$ cat src/core/zpc_pkg.sv
// constants and types for the zero-point counter control block
package zpc_pkg;

	localparam int ZPC_AXES = 2;
	localparam int ZPC_CNT_W = 32;
	localparam int ZPC_DIGITS = 7;
	localparam logic [3:0] ZPC_DIGIT_MAX = 4'h9;
	localparam logic [3:0] ZPC_SEL_SIGN = 4'h7;
	localparam logic [3:0] ZPC_SEL_POINT = 4'h8;
	localparam logic [2:0] ZPC_POINT_MAX = 3'h6;

	// timing
	localparam int ZPC_CLK_NS = 5;
	localparam int ZPC_BLINK_HALF_NS = 250000000;
	localparam int ZPC_BLINK_HALF_CYC = ZPC_BLINK_HALF_NS / ZPC_CLK_NS;

	// synchronised input vector positions
	localparam int ZPC_IN_FUNC = 0;
	localparam int ZPC_IN_ENTER = 1;
	localparam int ZPC_IN_RST_A = 2;
	localparam int ZPC_IN_RST_B = 3;
	localparam int ZPC_IN_INC = 4;
	localparam int ZPC_IN_NEXT = 5;
	localparam int ZPC_IN_STORE = 6;
	localparam int ZPC_IN_EXT = 7;
	localparam int ZPC_IN_ZM = 9;
	localparam int ZPC_IN_UP = 11;
	localparam int ZPC_IN_DN = 13;
	localparam int ZPC_NSYNC = 15;

	// register word indices (byte address bits 5:2)
	localparam int ZPC_ADDR_W = 6;
	localparam logic [3:0] ZPC_REG_CTRL = 4'h0;
	localparam logic [3:0] ZPC_REG_STATUS = 4'h1;
	localparam logic [3:0] ZPC_REG_POS0 = 4'h2;
	localparam logic [3:0] ZPC_REG_POS1 = 4'h3;
	localparam logic [3:0] ZPC_REG_DISP0 = 4'h4;
	localparam logic [3:0] ZPC_REG_DISP1 = 4'h5;
	localparam logic [3:0] ZPC_REG_MAX0 = 4'h6;
	localparam logic [3:0] ZPC_REG_MAX1 = 4'h7;
	localparam logic [3:0] ZPC_REG_MIN0 = 4'h8;
	localparam logic [3:0] ZPC_REG_MIN1 = 4'h9;
	localparam logic [3:0] ZPC_REG_STORED0 = 4'ha;
	localparam logic [3:0] ZPC_REG_STORED1 = 4'hb;
	localparam logic [3:0] ZPC_REG_ENTRY = 4'hc;
	localparam logic [3:0] ZPC_REG_ENTRY_CFG = 4'hd;
	localparam logic [3:0] ZPC_REG_LAST = 4'hd;

	// field positions: ctrl bits 1:0 reference mode per axis
	localparam int ZPC_CTRL_REF = 0;
	localparam int ZPC_ST_MENU = 0;
	localparam int ZPC_ST_ITEM = 4;
	localparam int ZPC_ST_AXIS = 6;
	localparam int ZPC_ST_REF = 8;
	localparam int ZPC_ST_HOLD = 10;
	localparam int ZPC_ST_WAIT = 12;
	localparam logic [1:0] ZPC_RESP_OKAY = 2'h0;
	localparam logic [1:0] ZPC_RESP_DECERR = 2'h3;

	typedef enum logic [1:0] {
		ZPC_ITEM_ZERO_MARK_LOAD = 2'h0,
		ZPC_ITEM_ZERO_MARK_FREEZE = 2'h1,
		ZPC_ITEM_ZERO_MARK_SHIFT_LOAD = 2'h2,
		ZPC_ITEM_ZERO_MARK_SHIFT_FROM_STORED = 2'h3
	} zpc_item_t;

	typedef enum logic [3:0] {
		ZPC_M_IDLE = 4'b0001,
		ZPC_M_AXIS = 4'b0010,
		ZPC_M_ITEM = 4'b0100,
		ZPC_M_ENTRY = 4'b1000
	} zpc_menu_t;

	typedef enum logic [2:0] {
		ZPC_W_NONE = 3'b001,
		ZPC_W_LOAD = 3'b010,
		ZPC_W_FREEZE = 3'b100
	} zpc_wait_t;

endpackage : zpc_pkg

$ cat src/core/zpc_sync_edge.sv
// two-stage synchroniser with rising-edge pulse per bit
`timescale 1ns/1ps
module zpc_sync_edge #(
	parameter int W = 1
) (
	input logic aclk,
	input logic aresetn,
	input logic [W-1:0] pin,
	output logic [W-1:0] rise
);

	logic [W-1:0] meta_q;
	logic [W-1:0] sync_q;
	logic [W-1:0] last_q;

	// only sync_q and last_q feed the edge detector
	always_ff @(posedge aclk) begin
		if (!aresetn) begin
			meta_q <= '0;
			sync_q <= '0;
			last_q <= '0;
			rise <= '0;
		end else begin
			meta_q <= pin;
			sync_q <= meta_q;
			last_q <= sync_q;
			rise <= sync_q & ~last_q;
		end
	end

endmodule : zpc_sync_edge

$ cat src/core/zpc_top.sv
// zero-point counter control for two axes with axi4-lite register access
//
// Design decisions made here: the placing of the registers and the AXI4-Lite register port.
`timescale 1ns/1ps
module zpc_top #(
	parameter int BLINK_CYCLES = zpc_pkg::ZPC_BLINK_HALF_CYC
) (
	input logic aclk,
	input logic aresetn,
	input logic key_func,
	input logic key_enter,
	input logic key_reset_a,
	input logic key_reset_b,
	input logic key_digit_inc,
	input logic key_digit_next,
	input logic key_store,
	input logic [1:0] ext_reset,
	input logic [1:0] zero_mark,
	input logic [1:0] count_up,
	input logic [1:0] count_dn,
	input logic awvalid,
	output logic awready,
	input logic [zpc_pkg::ZPC_ADDR_W-1:0] awaddr,
	input logic wvalid,
	output logic wready,
	input logic [31:0] wdata,
	input logic [3:0] wstrb,
	output logic bvalid,
	input logic bready,
	output logic [1:0] bresp,
	input logic arvalid,
	output logic arready,
	input logic [zpc_pkg::ZPC_ADDR_W-1:0] araddr,
	output logic rvalid,
	input logic rready,
	output logic [31:0] rdata,
	output logic [1:0] rresp,
	output logic [31:0] disp_a,
	output logic [31:0] disp_b,
	output logic [1:0] load_ind,
	output logic [1:0] hold_ind,
	output logic [1:0] ref_ind,
	output zpc_pkg::zpc_menu_t menu_state,
	output zpc_pkg::zpc_item_t menu_item,
	output logic axis_sel
);
	import zpc_pkg::*;

	////////////////////////////////////////////////////////////////////////////////
	// input synchronisation
	logic [ZPC_NSYNC-1:0] pin_vec;
	logic [ZPC_NSYNC-1:0] rise;

	assign pin_vec = {count_dn, count_up, zero_mark, ext_reset, key_store, key_digit_next,
		key_digit_inc, key_reset_b, key_reset_a, key_enter, key_func};

	zpc_sync_edge #(.W(ZPC_NSYNC)) u_sync (
		.aclk(aclk),
		.aresetn(aresetn),
		.pin(pin_vec),
		.rise(rise)
	);

	wire k_func = rise[ZPC_IN_FUNC];
	wire k_enter = rise[ZPC_IN_ENTER];
	wire k_rst_a = rise[ZPC_IN_RST_A];
	wire k_rst_b = rise[ZPC_IN_RST_B];
	wire k_inc = rise[ZPC_IN_INC];
	wire k_next = rise[ZPC_IN_NEXT];
	wire k_store = rise[ZPC_IN_STORE];
	wire [1:0] ext_rst = rise[ZPC_IN_EXT +: 2];
	wire [1:0] zm_hit = rise[ZPC_IN_ZM +: 2];
	wire [1:0] step_up = rise[ZPC_IN_UP +: 2];
	wire [1:0] step_dn = rise[ZPC_IN_DN +: 2];

	////////////////////////////////////////////////////////////////////////////////
	// state
	zpc_menu_t menu_q;
	zpc_menu_t menu_d;
	zpc_item_t item_q;
	logic axis_q;
	zpc_wait_t wait_q [ZPC_AXES];
	logic signed [ZPC_CNT_W-1:0] pos_q [ZPC_AXES];
	logic signed [ZPC_CNT_W-1:0] disp_q [ZPC_AXES];
	logic signed [ZPC_CNT_W-1:0] max_q [ZPC_AXES];
	logic signed [ZPC_CNT_W-1:0] min_q [ZPC_AXES];
	logic signed [ZPC_CNT_W-1:0] stored_q [ZPC_AXES];
	logic signed [ZPC_CNT_W-1:0] off_q [ZPC_AXES];
	logic [1:0] hold_q;
	logic [1:0] ref_q;
	logic [ZPC_DIGITS*4-1:0] dig_q;
	logic [ZPC_DIGITS*4-1:0] dig_d;
	logic sign_q;
	logic [3:0] dsel_q;
	logic [2:0] point_q;
	logic [31:0] blink_cnt_q;
	logic blink_q;
	logic ref_wr;
	logic [1:0] ref_wr_val;

	function automatic logic signed [ZPC_CNT_W-1:0] bcd_to_bin(input logic [ZPC_DIGITS*4-1:0] d,
		input logic neg);
		logic [ZPC_CNT_W-1:0] acc;
		acc = '0;
		for (int k = ZPC_DIGITS - 1; k >= 0; k--) begin
			acc = ZPC_CNT_W'(acc * 32'd10) + ZPC_CNT_W'(d[k*4 +: 4]);
		end
		return neg ? -acc : acc;
	endfunction : bcd_to_bin

	////////////////////////////////////////////////////////////////////////////////
	// menu decoding
	wire [1:0] waiting = {wait_q[1] != ZPC_W_NONE, wait_q[0] != ZPC_W_NONE};
	wire abort_all = k_rst_a & (|waiting);
	wire in_menu = menu_q != ZPC_M_IDLE;
	wire exec = (menu_q == ZPC_M_ITEM) & k_enter;
	wire entry_done = (menu_q == ZPC_M_ENTRY) & k_enter;
	wire exec_load = exec & ((item_q == ZPC_ITEM_ZERO_MARK_LOAD) | (item_q == ZPC_ITEM_ZERO_MARK_SHIFT_FROM_STORED));
	wire exec_freeze = exec & (item_q == ZPC_ITEM_ZERO_MARK_FREEZE);
	wire exec_entry = exec & (item_q == ZPC_ITEM_ZERO_MARK_SHIFT_LOAD);
	wire [1:0] axis_onehot = {axis_q, ~axis_q};
	wire [1:0] arm_load = axis_onehot & {2{exec_load | entry_done}};
	wire [1:0] arm_freeze = axis_onehot & {2{exec_freeze}};
	wire signed [ZPC_CNT_W-1:0] entry_bin = bcd_to_bin(dig_q, sign_q);
	wire [1:0] release_frz = hold_q & {2{k_rst_a & ~in_menu}};
	wire [1:0] store_frz = hold_q & {2{k_store}};
	wire rst_a_free = k_rst_a & ~in_menu & ~(|waiting) & ~(|hold_q);
	wire [1:0] ax_rst = ext_rst | {k_rst_b & ~in_menu, rst_a_free};

	always_comb begin
		menu_d = menu_q;
		case (menu_q)
			ZPC_M_IDLE: if (k_func) menu_d = ZPC_M_AXIS;
			ZPC_M_AXIS: if (k_enter) menu_d = ZPC_M_ITEM;
			ZPC_M_ITEM: begin
				if (exec_entry) begin
					menu_d = ZPC_M_ENTRY;
				end else if (exec) begin
					menu_d = ZPC_M_IDLE;
				end
			end
			ZPC_M_ENTRY: if (k_enter) menu_d = ZPC_M_IDLE;
			default: menu_d = ZPC_M_IDLE;
		endcase
		if (k_rst_a) begin
			menu_d = ZPC_M_IDLE;
		end
	end

	// digit entry: inc changes the selected digit, next moves the selection
	always_comb begin
		dig_d = dig_q;
		if (exec_entry) begin
			dig_d = '0;
		end else if ((menu_q == ZPC_M_ENTRY) & k_inc & (dsel_q < ZPC_SEL_SIGN)) begin
			dig_d[dsel_q*4 +: 4] = (dig_q[dsel_q*4 +: 4] == ZPC_DIGIT_MAX) ? 4'h0 :
				4'(dig_q[dsel_q*4 +: 4] + 4'h1);
		end
	end

	always_ff @(posedge aclk) begin
		if (!aresetn) begin
			menu_q <= ZPC_M_IDLE;
			item_q <= ZPC_ITEM_ZERO_MARK_LOAD;
			axis_q <= 1'b0;
			dig_q <= '0;
			sign_q <= 1'b0;
			dsel_q <= 4'h0;
			point_q <= 3'h0;
		end else begin
			menu_q <= menu_d;
			dig_q <= dig_d;
			if (menu_q == ZPC_M_IDLE) begin
				item_q <= ZPC_ITEM_ZERO_MARK_LOAD;
			end else if ((menu_q == ZPC_M_ITEM) & k_func) begin
				item_q <= zpc_item_t'(item_q + 2'h1);
			end
			if ((menu_q == ZPC_M_AXIS) & k_func) begin
				axis_q <= ~axis_q;
			end
			if (exec_entry) begin
				sign_q <= 1'b0;
				dsel_q <= 4'h0;
				point_q <= 3'h0;
			end else if (menu_q == ZPC_M_ENTRY) begin
				if (k_next) begin
					dsel_q <= (dsel_q == ZPC_SEL_POINT) ? 4'h0 : 4'(dsel_q + 4'h1);
				end
				if (k_inc & (dsel_q == ZPC_SEL_SIGN)) begin
					sign_q <= ~sign_q;
				end
				if (k_inc & (dsel_q == ZPC_SEL_POINT)) begin
					point_q <= (point_q == ZPC_POINT_MAX) ? 3'h0 : 3'(point_q + 3'h1);
				end
			end
		end
	end

	////////////////////////////////////////////////////////////////////////////////
	// flash timebase: the indicator flashes at a fixed half period
	always_ff @(posedge aclk) begin
		if (!aresetn) begin
			blink_cnt_q <= 32'h0;
			blink_q <= 1'b0;
		end else if (blink_cnt_q == 32'(BLINK_CYCLES - 1)) begin
			blink_cnt_q <= 32'h0;
			blink_q <= ~blink_q;
		end else begin
			blink_cnt_q <= blink_cnt_q + 32'h1;
		end
	end

	////////////////////////////////////////////////////////////////////////////////
	// per-axis counting and zero-mark actions
	for (genvar g = 0; g < ZPC_AXES; g++) begin : g_axis
		wire done_load = zm_hit[g] & (wait_q[g] == ZPC_W_LOAD) & ~ax_rst[g];
		wire done_frz = zm_hit[g] & (wait_q[g] == ZPC_W_FREEZE) & ~ax_rst[g];
		wire signed [ZPC_CNT_W-1:0] pos_run = pos_q[g] + ZPC_CNT_W'(step_up[g]) - ZPC_CNT_W'(step_dn[g]);
		wire signed [ZPC_CNT_W-1:0] pos_d = ax_rst[g] ? '0 : (done_load ? off_q[g] : pos_run);
		wire keep_disp = hold_q[g] & ~release_frz[g] & ~store_frz[g] & ~ax_rst[g];
		wire signed [ZPC_CNT_W-1:0] arm_val = exec_load & (item_q == ZPC_ITEM_ZERO_MARK_SHIFT_FROM_STORED) ?
			stored_q[g] : (entry_done ? entry_bin : '0);
		zpc_wait_t wait_d;

		assign wait_d = (ax_rst[g] | abort_all | done_load | done_frz) ? ZPC_W_NONE :
			(arm_load[g] ? ZPC_W_LOAD : (arm_freeze[g] ? ZPC_W_FREEZE : wait_q[g]));

		always_ff @(posedge aclk) begin
			if (!aresetn) begin
				wait_q[g] <= ZPC_W_NONE;
				pos_q[g] <= '0;
				disp_q[g] <= '0;
				max_q[g] <= '0;
				min_q[g] <= '0;
				stored_q[g] <= '0;
				off_q[g] <= '0;
				hold_q[g] <= 1'b0;
				ref_q[g] <= 1'b0;
				load_ind[g] <= 1'b0;
			end else begin
				wait_q[g] <= wait_d;
				pos_q[g] <= pos_d;
				disp_q[g] <= keep_disp ? disp_q[g] : pos_d;
				if (ax_rst[g] | done_load) begin
					max_q[g] <= pos_d;
					min_q[g] <= pos_d;
				end else begin
					max_q[g] <= (pos_d > max_q[g]) ? pos_d : max_q[g];
					min_q[g] <= (pos_d < min_q[g]) ? pos_d : min_q[g];
				end
				if (store_frz[g]) begin
					stored_q[g] <= disp_q[g];
				end
				if (arm_load[g]) begin
					off_q[g] <= arm_val;
				end
				hold_q[g] <= done_frz | keep_disp;
				if (ax_rst[g] | done_load) begin
					ref_q[g] <= 1'b0;
				end else if (ref_wr) begin
					ref_q[g] <= ref_wr_val[g];
				end
				load_ind[g] <= (wait_d == ZPC_W_LOAD) & blink_q;
			end
		end
	end

	////////////////////////////////////////////////////////////////////////////////
	// axi4-lite slave
	logic aw_have_q;
	logic w_have_q;
	logic [3:0] awidx_q;
	logic [31:0] wdata_q;
	logic [3:0] wstrb_q;

	wire aw_hs = awvalid & awready;
	wire w_hs = wvalid & wready;
	wire ar_hs = arvalid & arready;
	wire wr_fire = aw_have_q & w_have_q;
	wire aw_have_d = ~wr_fire & (aw_hs | aw_have_q);
	wire w_have_d = ~wr_fire & (w_hs | w_have_q);
	wire bvalid_d = wr_fire | (bvalid & ~bready);
	wire rvalid_d = ar_hs | (rvalid & ~rready);
	wire [3:0] aridx = araddr[5:2];
	wire wr_mapped = awidx_q <= ZPC_REG_LAST;
	assign ref_wr = wr_fire & (awidx_q == ZPC_REG_CTRL) & wstrb_q[0];
	assign ref_wr_val = wdata_q[ZPC_CTRL_REF +: 2];

	wire [31:0] rd_word [16];
	assign rd_word[ZPC_REG_CTRL] = {30'h0, ref_q};
	assign rd_word[ZPC_REG_STATUS] = {14'h0, wait_q[1], wait_q[0], hold_q, ref_q, 1'b0, axis_q, item_q, menu_q};
	assign rd_word[ZPC_REG_POS0] = pos_q[0];
	assign rd_word[ZPC_REG_POS1] = pos_q[1];
	assign rd_word[ZPC_REG_DISP0] = disp_q[0];
	assign rd_word[ZPC_REG_DISP1] = disp_q[1];
	assign rd_word[ZPC_REG_MAX0] = max_q[0];
	assign rd_word[ZPC_REG_MAX1] = max_q[1];
	assign rd_word[ZPC_REG_MIN0] = min_q[0];
	assign rd_word[ZPC_REG_MIN1] = min_q[1];
	assign rd_word[ZPC_REG_STORED0] = stored_q[0];
	assign rd_word[ZPC_REG_STORED1] = stored_q[1];
	assign rd_word[ZPC_REG_ENTRY] = {4'h0, dig_q};
	assign rd_word[ZPC_REG_ENTRY_CFG] = {24'h0, point_q, sign_q, dsel_q};
	assign rd_word[14] = 32'h0;
	assign rd_word[15] = 32'h0;
	wire rd_mapped = aridx <= ZPC_REG_LAST;

	always_ff @(posedge aclk) begin
		if (!aresetn) begin
			aw_have_q <= 1'b0;
			w_have_q <= 1'b0;
			awidx_q <= 4'h0;
			wdata_q <= 32'h0;
			wstrb_q <= 4'h0;
			awready <= 1'b0;
			wready <= 1'b0;
			bvalid <= 1'b0;
			bresp <= ZPC_RESP_OKAY;
			arready <= 1'b0;
			rvalid <= 1'b0;
			rdata <= 32'h0;
			rresp <= ZPC_RESP_OKAY;
		end else begin
			aw_have_q <= aw_have_d;
			w_have_q <= w_have_d;
			if (aw_hs) begin
				awidx_q <= awaddr[5:2];
			end
			if (w_hs) begin
				wdata_q <= wdata;
				wstrb_q <= wstrb;
			end
			awready <= ~aw_have_d & ~bvalid_d;
			wready <= ~w_have_d & ~bvalid_d;
			bvalid <= bvalid_d;
			if (wr_fire) begin
				bresp <= wr_mapped ? ZPC_RESP_OKAY : ZPC_RESP_DECERR;
			end
			arready <= ~rvalid_d;
			rvalid <= rvalid_d;
			if (ar_hs) begin
				rdata <= rd_mapped ? rd_word[aridx] : 32'h0;
				rresp <= rd_mapped ? ZPC_RESP_OKAY : ZPC_RESP_DECERR;
			end
		end
	end

	////////////////////////////////////////////////////////////////////////////////
	// outputs
	always_ff @(posedge aclk) begin
		if (!aresetn) begin
			disp_a <= 32'h0;
			disp_b <= 32'h0;
			hold_ind <= 2'h0;
			ref_ind <= 2'h0;
			menu_state <= ZPC_M_IDLE;
			menu_item <= ZPC_ITEM_ZERO_MARK_LOAD;
			axis_sel <= 1'b0;
		end else begin
			disp_a <= disp_q[0];
			disp_b <= disp_q[1];
			hold_ind <= hold_q;
			ref_ind <= ref_q;
			menu_state <= menu_q;
			menu_item <= item_q;
			axis_sel <= axis_q;
		end
	end

	wire load_done0 = g_axis[0].done_load;
	wire frz_done0 = g_axis[0].done_frz;
endmodule : zpc_top

$ cat config.mk
export PLATFORM = sky130hd
export DESIGN_NAME = zpc_top
export DESIGN_NICKNAME = d
export VERILOG_FILES = /design/src/core/zpc_pkg.sv /design/src/core/zpc_sync_edge.sv /design/src/core/zpc_top.sv
export SDC_FILE = /design/constraint.sdc
export NUM_CORES = 2
export LEC_CHECK = 0
export BUFFER_PORTS_ARGS = -buffer_cell sky130_fd_sc_hd__clkbuf_2
export CORE_MARGIN = 3
export CORE_UTILIZATION = 44
export DETAILED_ROUTE_END_ITERATION = 8
export PLACE_DENSITY = 0.67
export SLEW_MARGIN = 10
export SYNTH_ARGS = -nofsm -noshare
export SYNTH_HDL_FRONTEND = slang
export SYNTH_SLANG_ARGS = --single-unit
$ cat constraint.sdc
create_clock -name aclk -period 17.54 [get_ports aclk]
set_input_delay 2.631 -clock aclk [delete_from_list [all_inputs] [get_ports aclk]]
set_output_delay 2.631 -clock aclk [all_outputs]
set_load 0.02 [all_outputs]
# == Word-level counts from Yosys, hierarchy flattened ==
# Memories as Yosys holds them, arrays and structs flattened.
# Index checks and enable logic that the tools add are counted.
# W data, S select, Z words.
# word_totals
n_memories,7
mem_bits_rw,390
inputBits,70
elab_cells,306
register_bits,267
output_inout_bits,118
# mem_list
name,words,width,rd,rd_ports_with_merged_regs,write_ports,line_no,text
disp_q,2,32,2,0,2,zpc_top.sv:84,logic signed [ZPC_CNT_W-1:0] disp_q [ZPC_AXES];
max_q,2,32,2,0,2,zpc_top.sv:85,logic signed [ZPC_CNT_W-1:0] max_q [ZPC_AXES];
min_q,2,32,2,0,2,zpc_top.sv:86,logic signed [ZPC_CNT_W-1:0] min_q [ZPC_AXES];
off_q,2,32,2,0,2,zpc_top.sv:88,logic signed [ZPC_CNT_W-1:0] off_q [ZPC_AXES];
pos_q,2,32,2,0,2,zpc_top.sv:83,logic signed [ZPC_CNT_W-1:0] pos_q [ZPC_AXES];
stored_q,2,32,2,0,2,zpc_top.sv:87,logic signed [ZPC_CNT_W-1:0] stored_q [ZPC_AXES];
+1 memories,n/a,n/a,n/a,n/a,n/a,n/a,
# classes
n_shift,3
multipliers,6
eq_ne,25
n_addsub,17
n_mux,80
magnitude_cmp,8
reduce_logical,14
n_bitwise,107
# op_table
operator,count
$mux W32,33
$bmux W32 S4,1
$add A32 B1 Y32,2
$gt A32 B32 Y1,2
$lt A32 B32 Y1,2
$sub A32 B1 Y32,2
$and A1 B1 Y1,45
$neg A6 Y34,1
$or A1 B1 Y1,34
$shift A4 B34 Y28 const A,1
$shiftx A4 B34 Y28,1
$add A32 B1 Y32 const B,1
$add A32 B4 Y32,1
$eq A32 B26 Y1 const B,1
$neg A32 Y32,1
$mul A29 B3 Y31 const B,1
$add A28 B4 Y29,1
$bwmux W28,1
$mux W4,7
$shiftx A28 B7 Y4,1
$mul A24 B3 Y27 const B,1
$mux W3,9
$mux W1,26
$add A23 B4 Y24,1
38 further kinds,84

# == Longest topological paths before layout ==
# logic_depth
ltp_word,17
ltp_mapped,60
mapped_depth_nobuf,58

# == Cells and area by module ==
# A second synthesis with hierarchy kept.
# hier_totals
hier_cells,4512
area_unflattened_um2,41631.2
# modules_own_cells
mod,cells_per_inst,area_per_inst_um2,seq_area_each_um2,instances
zpc_top,4386,39974.6,14473.9,1
zpc_sync_edge,126,1656.6,1201.2,1

# == Least setup slack after synthesis ==
# Ideal clock, no wire load.
# synth_path
kind,reg2reg
startpoint,register dig_q[25]
endpoint,memory off_q[0][31] (data pin)
n_path_buf,1
t_required_ps,17405
path_stages_with_launch,56
t_arrival_ps,12397
setup_ps,135
period_less_slack_ps,12533
setup_slack_ps,5007
cell_sequence,dfxtp_1 > ha_1 > ha_1 > fa_1 > nand2_1 > o21bai_1 > mux2i_1 > a22o_1 > ha_1 > ha_1 > xnor2_1 > nand2_1 > nor2_1 > xor2_1 > ha_1 > ha_1 > a21boi_0 > o21ai_0 > [20 not listed] > xor2_1 > a21oi_1 > xnor2_1 > ha_1 > ha_1 > clkbuf_1 > and2_1 > a221o_1 > a31o_2 > a2111oi_0 > nor2_1 > xnor2_1 > and2_1 > and4_1 > o2111ai_1 > mux2i_1 > or3_1 > nand3_1
# synth_rtl
item,line_no,text
start: declaration,zpc_top.sv:91,logic [ZPC_DIGITS*4-1:0] dig_q;
start signal: assignment,zpc_top.sv:172,dig_q <= dig_d;
end: declaration,zpc_top.sv:88,

==> results.py <==
metrics = {
    "cts": {
        "post_cts_buffers": 0,
        "clock-sinks": 655,
        "clkTransAtPathRegs_ns": 0.06,
        "cts.repair.resized": 0,
        "holdBufCountCts": 0,
        "htree_levels": 3,
        "clock-root-buffer": "clkbuf_16",
        "cts_buffers": 66,
        "cts_buffer_depth": 3,
        "cts_tree": "built",
        "insertion_delay_ns": 0.62,
    },
    "synth": {
        "synth_top_area_frac": 0.1932,
        "ys_top_cells_by_count": "433 x nand2_1, 399 x dfxtp_1, 391 x ha_1",
        "synth_warnings": 0,
        "syn_area_um2": 41330,
        "synthTopCellsByArea": "dfxtp_1 19%, edfxtp_1 19%, ha_1 12%",
        "async_flop_share": 0,
        "synth_most_common_cell": "nand2_1",
        "synth_seq_cells": 655,
        "postSynthCellCount": 4469,
        "yosysTopAreaCell": "dfxtp_1",
        "yosysSeqAreaShare": 0.3792,
        "synth_edf_count": 256,
        "avgSynthCellArea_um2": 9.249,
        "synth.distinct_cells": 100,
        "synth-main-ff-cell": "dfxtp_1",
    },
    "sta": {
        "drv_slew": 0,
        "fmax_mhz": 67.22,
        "min_period_over_period": 0.8481,
        "rsz0062_at_grt": "no",
        "hold_viol_final": 0,
        "period_needed_ns": 14.88,
        "tightest_slew_ns": 1.211,
        "setup_viol": 0,
        "setup_ws_ns": 2.664,
        "holdWs_ns": 0.3806,
        "clock_skew_ns": 0.02886,
        "relSlewSlack": 0.1904,
        "fin_tns_setup_ns": 0,
    },
    "worst_hold_path": {
        "holdPathStages": 1,
        "whs_endpoint": "u_sync.rise[13]$_SDFF_PN0_",
        "worstHoldStart": "u_sync.last_q[13]$_SDFF_PN0_",
        "hp-class": "reg -> reg",
    },
    "floorplanning": {
        "die_area_um2": 97660,
        "core-area_um2": 92360,
        "io_pins": 188,
        "initial_utilization": 0.4476,
        "rows": 111,
        "die_h_um": 312.5,
        "fp.dieW_um": 312.5,
    },
    "placed_design": {
        "pre_cts_ws_ns": 2.808,
        "place_area_um2": 43430,
        "placedCellCount": 5727,
        "gp_congestion": 0.9487,
        "io_buffers": 150,
        "dp_hpwl_mm": 94.84,
    },
    "setup_path": {
        "crit_top_cell": "ha_1",
        "timing.rr.end": "off_q[0][31]$_SDFFCE_PN0P_",
        "r2r_cells": 54,
        "critPathLaunchType": "flip-flop",
        "max_stage_delay_ns": 0.75,
        "crit_fanout": 10,
        "arrival_ns": 15.23,
        "r2r_slack_ns": 2.66,
        "slowest_stage": "mux2i_1",
        "worstPathRequired_ns": 17.89,
        "reg2reg_from": "dig_q[27]$_SDFFE_PP0P_",
        "end_kind": "flip-flop",
        "cp-startpoint": "dig_q[27]$_SDFFE_PP0P_",
        "crit_type": "reg -> reg",
    },
    "finish": {
        "nets": 5027,
        "synthToLayoutAreaGrowth_pct": 10.49,
        "final_cells": 5849,
        "fin_area_um2": 45670,
        "final_core_util": 0.4945,
        "drive_gt1_frac": 0.1012,
    },
    "pwr": {
        "ir_worst_vdd_uv": 186.3,
        "power_density_nw_per_um2": 177.6,
        "power.static_leakage_nw": 19.29,
        "total_power_mw": 8.110,
    },
    "global_routing": {
        "overflow": 0,
        "grt_pass1_vias": 32720,
        "grt_max_degree": 78,
        "grt_pass1_wl_mm": 198.1,
        "antenna_found_initial": 7,
        "track_usage": 0.2625,
    },
    "routing": {
        "viasPerCell": 5.900,
        "drt_iter0_drc": 3995,
        "ant_nets": 0,
        "firstDrtPassIters": 6,
        "routedWlPerCell_um": 22.57,
        "drt-total-wl_mm": 132.0,
        "drc": 0,
        "dr_total_vias": 34510,
    },
    "job": {
        "maxCapViolCount": 0,
    },
    "status": {
        "status": "finished, final reports clean",
    },
}
-- cells by family (layout without fill, tap and decap cells) --
| kind of cell | after synthesis | count (layout) | synth area share |
|---|---|---|---|
| adders and majority gates | 405 | 405 | 0.1251 |
| buffers and inverters | 493 | 625 | 0.04522 |
| DFF | 655 | 655 | 0.3792 |
| muxes | 143 | 143 | 0.05612 |
| other | 1 | 6 | 0.00009072 |
| and+or+nand+nor | 1552 | 1552 | 0.1876 |
| AOI/OAI and AO/OA | 946 | 946 | 0.1485 |
| xor gates and xnor gates | 274 | 274 | 0.05806 |
-- flip-flops by register name (all words and copies together), names as in the netlist, 6 cells and up --
name and flops:
blink_cnt_q 32, dig_q 28, disp_a 32, disp_b 32, disp_q 64, max_q 64
min_q 64, off_q 64, pos_q 64, rdata 32, stored_q 64, u_sync.last_q 15
u_sync.meta_q 15, u_sync.rise 15, u_sync.sync_q 15, wait_q 6
-- layer usage --
metal | track usage | vias up | wire, um
met5 | 0 | - | 12
met2 | 0.3999 | 1728 | 56740
met4 | 0.1149 | 2 | 6386
li1 | - | 16030 | -
met3 | 0.04781 | 303 | 13370
met1 | 0.3644 | 16450 | 55520
-- layout make-up --
| class | instances | area [um^2] |
|---|---|---|
| diodes | 2 | 5.005 |
| clock buffers | 100 | 2097 |
| clock inverters | 20 | 131.4 |
| fillers | 8609 | 46690 |
| inverters | 301 | 1132 |
| multi-input cells | 3324 | 23900 |
| flip-flops and latches | 655 | 15680 |
| well taps | 1243 | 1555 |
| repair buffers | 204 | 1171 |
-- power breakdown --
part,switching [mW],leakage [nW],internal [mW]
combinational,2.69,12.3,1.59
clock,0.621,1.11,0.845
sequential,0.239,5.88,2.12
total,3.55,19.3,4.56
-- cells in the final DEF (no fill, tap or decap), types with 16 or more instances in the layout --
cell type,netlist,layout
and2_1,277,277
a21o_1,87,87
xnor2_1,175,175
and3_1,45,43
buf_4,2,55
or3_1,16,16
o21bai_1,21,21
nor2b_1,69,69
nor4_1,17,16
edfxtp_1,256,256
a21oi_1,337,337
ha_1,391,391
o211ai_1,27,27
nand4_1,45,45
a221o_1,27,27
o21a_1,33,33
clkbuf_2,0,147
clkbuf_16,0,77
dfxtp_1,399,399
inv_1,301,299
a22oi_1,25,24
nand2b_1,35,35
nor2_1,349,346
nand2_1,433,430
o21ai_0,158,157
mux4_2,70,70
mux2i_1,63,63
xor2_1,99,99
nor3_1,82,81
o31ai_1,21,21
nand3_1,90,89
or2_2,16,16
a211oi_1,51,51
a31oi_1,21,20
-- worst max-delay path: cells and delay by family, from the launching register on --
kind | cells | cell delay (ns)
fa+ha+maj | 13 | 4.30
compound gates | 14 | 3.44
simple gates | 16 | 3.25
xor+xnor | 8 | 1.99
mux | 2 | 0.89
flops | 1 | 0.61
buf+inv | 1 | 0.13
-- worst max path at each step --
stage                                             to  slack, ns  depth (start not counted)
after floorplan           off_q[0][31]$_SDFFCE_PN0P_       5.01                         55
after global placement    off_q[1][31]$_SDFFCE_PN0P_       2.98                         51
after detailed placement  off_q[0][31]$_SDFFCE_PN0P_       2.81                         51
after CTS                 off_q[1][31]$_SDFFCE_PN0P_       2.71                         51
after global routing      off_q[0][31]$_SDFFCE_PN0P_       1.60                         54
final                     off_q[0][31]$_SDFFCE_PN0P_       2.66                         54
Note: power is estimated with default switching activity, not from simulation.
